--- src/logic/cpfsm_pkg.sv ---
package cpfsm_pkg;

  // clock and timing
  localparam int CLK_PERIOD_NS         = 10;
  localparam int OVERCHARGE_DELAY_US   = 100000;
  localparam int OVERDISCH_DELAY_US    = 100000;
  localparam int OVERCUR_LOW_DELAY_US  = 10000;
  localparam int OVERCUR_HIGH_DELAY_US = 300;
  localparam int OVERCHARGE_CYC   = OVERCHARGE_DELAY_US * 1000 / CLK_PERIOD_NS;
  localparam int OVERDISCH_CYC    = OVERDISCH_DELAY_US * 1000 / CLK_PERIOD_NS;
  localparam int OVERCUR_LOW_CYC  = OVERCUR_LOW_DELAY_US * 1000 / CLK_PERIOD_NS;
  localparam int OVERCUR_HIGH_CYC = OVERCUR_HIGH_DELAY_US * 1000 / CLK_PERIOD_NS;

  localparam int CNT_W = 24;

  // delay channels
  localparam int NUM_CH   = 4;
  localparam int CH_OVCHG = 0;
  localparam int CH_OVDIS = 1;
  localparam int CH_OILO  = 2;
  localparam int CH_OIHI  = 3;

  // comparator inputs after synchronisation
  localparam int NUM_IN       = 9;
  localparam int IN_ABOVE_OCP = 0;
  localparam int IN_BELOW_OCR = 1;
  localparam int IN_BELOW_ODP = 2;
  localparam int IN_ABOVE_ODR = 3;
  localparam int IN_OI_LOW    = 4;
  localparam int IN_OI_HIGH   = 5;
  localparam int IN_LOAD      = 6;
  localparam int IN_CHARGER   = 7;
  localparam int IN_PACK_OPEN = 8;

  // apb register map
  localparam int          ADDR_W          = 8;
  localparam logic [7:0]  REG_STATUS      = 8'h00;
  localparam logic [7:0]  REG_DIS_DELAY   = 8'h04;
  localparam int          ST_FLAGS_LSB    = 4;
  localparam int          ST_RAW_LSB      = 8;

  typedef enum logic [3:0] {
    ST_NORMAL = 4'h1,
    ST_OVCHG  = 4'h2,
    ST_OVDIS  = 4'h4,
    ST_OVCUR  = 4'h8
  } cpfsm_state_t;

endpackage

--- src/logic/cpfsm_top.sv ---
// Notes on behaviour
// - cell above overcharge threshold past overcharge delay releases the charge gate
// - overcharge delay is a fixed 100 ms interval
// - overcharge ends when the cell drops below the release level
// - overcharge also ends when cell is below threshold and a load is seen
// - above the overcharge threshold, load detection never ends overcharge
// - cell below overdischarge threshold past its delay turns discharge gate off
// - overdischarge delay defaults to 100 ms of continuous undervoltage
// - discharge resumes when cell is above the release level, but only once a charger has re-enabled the logic
// - in normal mode only, sustained sense overcurrent turns discharge gate off
// - two overcurrent levels, each with its own delay, higher level faster
// - lower level waits 10 ms, higher level waits 300 us
// - overcurrent ends and normal resumes once the pack terminals are open
// - in overcharge a load is seen when sense exceeds load-detect threshold
// - overdischarge powers down all delay and detection logic
// - in power-down the sense input is weakly pulled up to supply
// - a charger in power-down re-enables detection logic at once; delay channels stay gated off until overdischarge is left
// - after overdischarge, sense below charger threshold means charging
// - sense input serves current, charger or load detection by mode
// - during overdischarge the charge gate stays permitted
// - charge gate driven high in normal, released undriven in overcharge
// - discharge gate low in overdischarge or overcurrent, high otherwise
//
// The register offsets and the APB slave port are this design's own decisions.
module cpfsm_top #(
  parameter int OVERCHARGE_CYC_P   = cpfsm_pkg::OVERCHARGE_CYC,
  parameter int OVERDISCH_CYC_P    = cpfsm_pkg::OVERDISCH_CYC,
  parameter int OVERCUR_LOW_CYC_P  = cpfsm_pkg::OVERCUR_LOW_CYC,
  parameter int OVERCUR_HIGH_CYC_P = cpfsm_pkg::OVERCUR_HIGH_CYC
) (
  input  wire logic                          clock,
  input  wire logic                          rst,
  input  wire logic                          psel,
  input  wire logic                          penable,
  input  wire logic                          pwrite,
  input  wire logic [cpfsm_pkg::ADDR_W-1:0]  paddr,
  input  wire logic [31:0]                   pwdata,
  output logic      [31:0]                   prdata,
  output logic                               pready,
  output logic                               pslverr,
  input  wire logic                          cell_above_overcharge_threshold,
  input  wire logic                          cell_below_overcharge_release_level,
  input  wire logic                          cell_below_overdischarge_threshold,
  input  wire logic                          cell_above_overdischarge_release_level,
  input  wire logic                          sense_above_overcurrent_threshold,
  input  wire logic                          sense_above_overcurrent_high,
  input  wire logic                          sense_above_load_detect_threshold,
  input  wire logic                          sense_below_charger_detect_threshold,
  input  wire logic                          pack_open,
  output logic                               charge_gate_out,
  output logic                               charge_gate_out_oe,
  output logic                               discharge_gate_out,
  output logic                               sense_pullup_en,
  output logic                               detect_en
);
  import cpfsm_pkg::*;

  logic [NUM_IN-1:0]  raw_in;
  logic [NUM_IN-1:0]  sync1_q;
  logic [NUM_IN-1:0]  sync2_q;
  cpfsm_state_t       state_q;
  cpfsm_state_t       state_d;
  logic               awake_q;
  logic [CNT_W-1:0]   dis_delay_q;
  logic [CNT_W-1:0]   cnt_q [NUM_CH];
  logic [CNT_W-1:0]   limit [NUM_CH];
  logic [NUM_CH-1:0]  cond;
  logic [NUM_CH-1:0]  hit;
  logic [31:0]        prdata_q;
  logic               setup;
  logic               access;
  logic               addr_ok;

  assign raw_in = {pack_open,
                   sense_below_charger_detect_threshold,
                   sense_above_load_detect_threshold,
                   sense_above_overcurrent_high,
                   sense_above_overcurrent_threshold,
                   cell_above_overdischarge_release_level,
                   cell_below_overdischarge_threshold,
                   cell_below_overcharge_release_level,
                   cell_above_overcharge_threshold};

  // two-flop synchroniser per comparator bit
  always_ff @(posedge clock or posedge rst) begin
    if (rst) begin
      sync1_q <= '0;
      sync2_q <= '0;
    end else begin
      sync1_q <= raw_in;
      sync2_q <= sync1_q;
    end
  end

  // delay channel conditions, all gated off while powered down
  always_comb begin
    cond            = '0;
    cond[CH_OVCHG]  = (state_q == ST_NORMAL) && sync2_q[IN_ABOVE_OCP];
    cond[CH_OVDIS]  = ((state_q == ST_NORMAL) || (state_q == ST_OVCHG) ||
                       (state_q == ST_OVCUR)) && sync2_q[IN_BELOW_ODP];
    cond[CH_OILO]   = (state_q == ST_NORMAL) && sync2_q[IN_OI_LOW];
    cond[CH_OIHI]   = (state_q == ST_NORMAL) && sync2_q[IN_OI_HIGH];
  end

  assign limit[CH_OVCHG] = CNT_W'(OVERCHARGE_CYC_P);
  assign limit[CH_OVDIS] = dis_delay_q;
  assign limit[CH_OILO]  = CNT_W'(OVERCUR_LOW_CYC_P);
  assign limit[CH_OIHI]  = CNT_W'(OVERCUR_HIGH_CYC_P);

  generate
    for (genvar i = 0; i < NUM_CH; i++) begin : g_delay
      assign hit[i] = cond[i] && (cnt_q[i] >= limit[i] - CNT_W'(1));
      always_ff @(posedge clock or posedge rst) begin
        if (rst) begin
          cnt_q[i] <= '0;
        end else if (!cond[i] || hit[i]) begin
          cnt_q[i] <= '0;
        end else begin
          cnt_q[i] <= cnt_q[i] + CNT_W'(1);
        end
      end
    end
  endgenerate

  // protection state machine
  always_comb begin
    state_d = state_q;
    case (state_q)
      ST_NORMAL: begin
        if (hit[CH_OVDIS]) begin
          state_d = ST_OVDIS;
        end else if (hit[CH_OIHI] || hit[CH_OILO]) begin
          state_d = ST_OVCUR;
        end else if (hit[CH_OVCHG]) begin
          state_d = ST_OVCHG;
        end
      end
      ST_OVCHG: begin
        if (hit[CH_OVDIS]) begin
          state_d = ST_OVDIS;
        end else if (sync2_q[IN_BELOW_OCR]) begin
          state_d = ST_NORMAL;
        end else if (!sync2_q[IN_ABOVE_OCP] && sync2_q[IN_LOAD]) begin
          state_d = ST_NORMAL;
        end
      end
      ST_OVDIS: begin
        if (awake_q && sync2_q[IN_ABOVE_ODR]) begin
          state_d = ST_NORMAL;
        end
      end
      ST_OVCUR: begin
        if (hit[CH_OVDIS]) begin
          state_d = ST_OVDIS;
        end else if (sync2_q[IN_PACK_OPEN]) begin
          state_d = ST_NORMAL;
        end
      end
      default: state_d = ST_NORMAL;
    endcase
  end

  always_ff @(posedge clock or posedge rst) begin
    if (rst) begin
      state_q <= ST_NORMAL;
    end else begin
      state_q <= state_d;
    end
  end

  // charger wake-up in power-down; cleared on the first clock after power-down is left
  always_ff @(posedge clock or posedge rst) begin
    if (rst) begin
      awake_q <= 1'b0;
    end else if (state_q == ST_OVDIS && sync2_q[IN_CHARGER]) begin
      awake_q <= 1'b1;
    end else if (state_q != ST_OVDIS) begin
      awake_q <= 1'b0;
    end
  end

  assign charge_gate_out    = 1'b1;
  assign charge_gate_out_oe = (state_q != ST_OVCHG);
  assign discharge_gate_out = (state_q == ST_NORMAL) || (state_q == ST_OVCHG);
  assign sense_pullup_en    = (state_q == ST_OVDIS) && !awake_q;
  assign detect_en          = (state_q != ST_OVDIS) || awake_q;

  // apb slave, zero wait states
  assign setup   = psel && !penable;
  assign access  = psel && penable;
  assign addr_ok = (paddr == REG_STATUS && !pwrite) || (paddr == REG_DIS_DELAY);
  assign pready  = 1'b1;
  assign pslverr = access && !addr_ok;
  assign prdata  = prdata_q;

  always_ff @(posedge clock or posedge rst) begin
    if (rst) begin
      prdata_q <= '0;
    end else if (setup && !pwrite) begin
      case (paddr)
        REG_STATUS: begin
          prdata_q <= '0;
          prdata_q[3:0] <= state_q;
          prdata_q[ST_FLAGS_LSB +: 4] <= {detect_en, awake_q, discharge_gate_out,
                                          charge_gate_out_oe};
          prdata_q[ST_RAW_LSB +: NUM_IN] <= sync2_q;
        end
        REG_DIS_DELAY: prdata_q <= 32'(dis_delay_q);
        default:      prdata_q <= '0;
      endcase
    end
  end

  always_ff @(posedge clock or posedge rst) begin
    if (rst) begin
      dis_delay_q <= CNT_W'(OVERDISCH_CYC_P);
    end else if (access && pwrite && paddr == REG_DIS_DELAY && pwdata[CNT_W-1:0] != '0) begin
      dis_delay_q <= pwdata[CNT_W-1:0];
    end
  end
endmodule

--- config.mk ---
export PLATFORM = sky130hd
export DESIGN_NAME = cpfsm_top
export DESIGN_NICKNAME = d
export VERILOG_FILES = /design/src/logic/cpfsm_pkg.sv /design/src/logic/cpfsm_top.sv
export SDC_FILE = /design/constraint.sdc
export NUM_CORES = 1
export LEC_CHECK = 0
export BUFFER_PORTS_ARGS = -buffer_cell sky130_fd_sc_hd__buf_2
export CAP_MARGIN = 20
export CORE_MARGIN = 4
export CORE_UTILIZATION = 40
export DETAILED_ROUTE_END_ITERATION = 7
export PLACE_DENSITY = 0.69
export SYNTH_ARGS = -nofsm -noshare
export SYNTH_HDL_FRONTEND = slang
export SYNTH_SLANG_ARGS = --single-unit
--- constraint.sdc ---
create_clock -name clock -period 4.9 [get_ports clock]
set_input_delay 0.735 -clock clock [delete_from_list [all_inputs] [get_ports clock]]
set_output_delay 0.735 -clock clock [all_outputs]
set_load 0.03 [all_outputs]
==> results.md <==
* Adder-cell share of the synthesized area at 4.442%
* Post-CTS setup buffers at 0
* Wirelength, routed at 17,630 um
* CP Cell Sequence: nor4_2 > nand3_1 > or3_4 > or3_1 > nor3_2 > xnor2_1 > ha_1 > nand4_1 > nor3_1 > o211ai_1 > o2111ai_1 > or2_2 > nor2_1
* Sequential power share at 47.4%
* Req. time, crit path at 5.19 ns
* Slowest-stage cell, CP: or2_2
* Global-route wire length before repair at 28,990 um
* Initial antenna violation count at 0
* Largest net degree at the start of global routing at 168
* Int Pwr at 2.235 mW
* Ys flop type: dfrtp_1
* Area grow syn2layout at 15.13%
* RSZ-0062 raised after global routing: no
* Worst-Margin Slew at 0.9561 ns
* Most frequent cells in the layout: dfrtp_1, nor2_1, buf_2, nand2_1, xor2_1
* Ratio of cells with drive above 1 in the final layout at 17.25%
* Cell count along the critical path at 13
* Tmin final at 4.076 ns
* Dpl hpwl at 12,520 um
* Core Util, Final at 46.63%
* Worst Path Arrival at 4.37 ns
* Final period util at 83.18%
* H-tree depth at 4
* Vias in the first global route at 5,720
* Hold crit path type: reg2reg
* Sw frac at 27.27%
* TritonCTS buffer count at 17
* Hold_buf cts at 0
* Vias after detailed routing at 5,873
* Setup CP Type: reg2reg
* Hold path cells at 0
* CTS clock-pin slew for the worst setup and hold paths at 0.06 ns
* # resized after CTS at 0
* Final net count at 958
* Reg area at 4190 sq um
* Status: finished clean
* Hold WS at 0.3482 ns
* Commonest non-fill, non-tap cell in the layout: dfrtp_1
* Max frequency at 245.3 MHz
* Maximum VDD drop at 0.2784 mV
* Crit path largest cell delay at 0.48 ns
* GP Congestion at 0.8078
* TNS Setup at 0 ns
* Number of flops mapped to enable cells by yosys at 0
* Max-cap viol count at 0
* Ys Warns at 0
* Area occupied by multi-input gates at 3857 sq um
* Remaining antenna violation count after routing at 0
* CTS Buffer Depth at 2
* Pwr/cell area at 326.8 nW/um^2
* DRT Pass-1 Iters at 7
* Synth Area in Simple Gates at 20.19%
* Flops & latches, synth at 167
* Num Clock Sinks at 167
* N_diodes at 0
* Final slew viol count at 0
* Ports at 93
* R2R depth at 13
* CP startpoint kind: flip-flop
* Switching power at 838.3 uW
* Starting Density at 40.50%
* CTS tree: yes
* Leak at 4.348 nW
* Final setup skew at 0.007559 ns
* Grt ovf at 0
* Die area at 22,770 sq um
* Filler cell count at 1,915
* Largest family of logic cells by synthesized area: simple AND/OR/NAND/NOR gates
* Slew headroom at 36.26%
* Rows at 52
* Worst setup EP type: flip-flop
* Die Wd at 150.9 um
* Async SR Flop Fraction at 100.0%
* Comb power frac at 10.9%
* I/O Buffers at 74
* Setup violation total in the final timing report at 0
* Core ar. at 20,170 sq um
* DRC viols at 0
* Routed len/inst at 15.24 um
* Fin. Hold Viols at 0
* Overall global routing resource usage at 16.18%
* Avg Inst Size Synth at 10.41 sq um
* Xor and xnor area share after synthesis at 10.08%
* Post-synthesis compound-gate area fraction at 6.264%
* Die Ht at 150.9 um
* Clock power share at 41.6%
* Synth unique cells at 57
* Worst-skew pair later-pin latency at 0.43 ns
* Worst path buffer plus inverter count at 0
* DR iter-0 viols at 298
* Critical path's top delay family: simple AND/OR/NAND/NOR gates
* Sequential-to-total area share from yosys stat at 51.29%
* Synthesized instance count at 785
* Synth Cell Area at 8169 sq um
* Drt via density at 5.076
* Mux contribution to synthesized area at 5.146%
* Clock root buffer: clkbuf_16
* CP max FO at 24
-- flip-flops by register name (all words and copies together) (netlist names) --
| name | cells |
|---|---|
| prdata | 24 |
| state_q | 4 |
| dis_delay_q | 24 |
| awake_q | 1 |
| sync2_q | 9 |
| sync1_q | 9 |
| cnt_q | 96 |
-- final timing paths --
kind | startpoint | slack [ns] | endpoint
max in group asynchronous | rst | 3.64 | state_q[1]
worst max register to register | dis_delay_q[2] | 0.82 | cnt_q[56]
worst min register to register | sync1_q[3] | 0.35 | sync2_q[3]
worst min-delay path | sync1_q[3] | 0.35 | sync2_q[3]
min in group asynchronous | rst | 0.53 | prdata[7]
worst max-delay path | dis_delay_q[2] | 0.82 | cnt_q[56]
-- per-layer routing --
| metal | global-route usage [%] | up-vias | routed length [um] |
|---|---|---|---|
| met2 | 25.85 | 99 | 8306 |
| met5 | 0 | - | 0 |
| li1 | - | 2894 | - |
| met3 | 3.950 | 18 | 905 |
| met4 | 5.122 | 0 | 276 |
| met1 | 21.80 | 2862 | 8146 |
-- final cells by class --
cell class	instances	area share, %
Tap cell	270	3.592
Timing Repair Buffer	77	4.310
Clock inverter	13	1.290
Multi-Input combinational cell	596	41.01
Inverter	16	0.6785
Sequential cell	167	44.55
Clock buffer	18	4.563
-- stage by stage --
| stage | cell area [sq um] | worst slack (ns) | power (mW) | std cells |
|---|---|---|---|---|
| finish | 9405 | 0.8239 | 3.073 | 1157 |
| global route | 9405 | 0.5345 | 3.215 | 1157 |
| CTS | 9405 | 0.8184 | 3.104 | 1157 |
| detailed placement | 8855 | 0.8378 | 1.822 | 1126 |
| global placement | 8855 | 0.9246 | 1.818 | 1126 |
| floorplan | 8252 | 1.426 | 1.727 | 806 |
-- cells by family after synthesis --
family / after synthesis
fa+ha+maj: 29
buf+inv: 43
simple gates: 336
mux: 39
xor+xnor: 94
compound gates: 75
flops: 167
other cells: 2
-- synthesized netlist by cell type, types with 3 or more instances --
cell | count | area [sq um]
xor2_1 | 51 | 446.7
nand4_1 | 23 | 143.9
a31oi_1 | 6 | 37.54
xnor2_1 | 43 | 376.6
or3_1 | 4 | 25.02
nor2b_1 | 7 | 43.79
dfstp_2 | 9 | 236.5
ha_1 | 29 | 362.9
a22o_1 | 7 | 61.31
clkbuf_1 | 11 | 41.29
nor3_1 | 12 | 60.06
o21a_1 | 4 | 30.03
a21oi_1 | 17 | 85.08
or4_1 | 4 | 30.03
inv_1 | 16 | 60.06
nand3_1 | 30 | 150.1
buf_4 | 10 | 75.07
nand2b_1 | 3 | 18.77
mux2i_1 | 15 | 150.1
dfrtp_1 | 158 | 3954
and4_1 | 7 | 61.31
nor4_1 | 16 | 100.1
nor2_1 | 123 | 461.7
and2_1 | 4 | 25.02
o31ai_1 | 15 | 112.6
buf_2 | 4 | 20.02
and3_1 | 18 | 112.6
o21ai_0 | 10 | 50.05
nand2_1 | 67 | 251.5
mux2_2 | 24 | 270.3
-- power groups by stage --
stage                     registers [mW]  logic, mW  clock network [mW]
after floorplan                     1.47      0.255                   0
after global placement              1.48      0.336                   0
after detailed placement            1.48      0.338                   0
after CTS                           1.46      0.343                1.30
after global routing                1.46      0.386                1.37
final                               1.46      0.336                1.28
(Power assumes the default switching activity.)
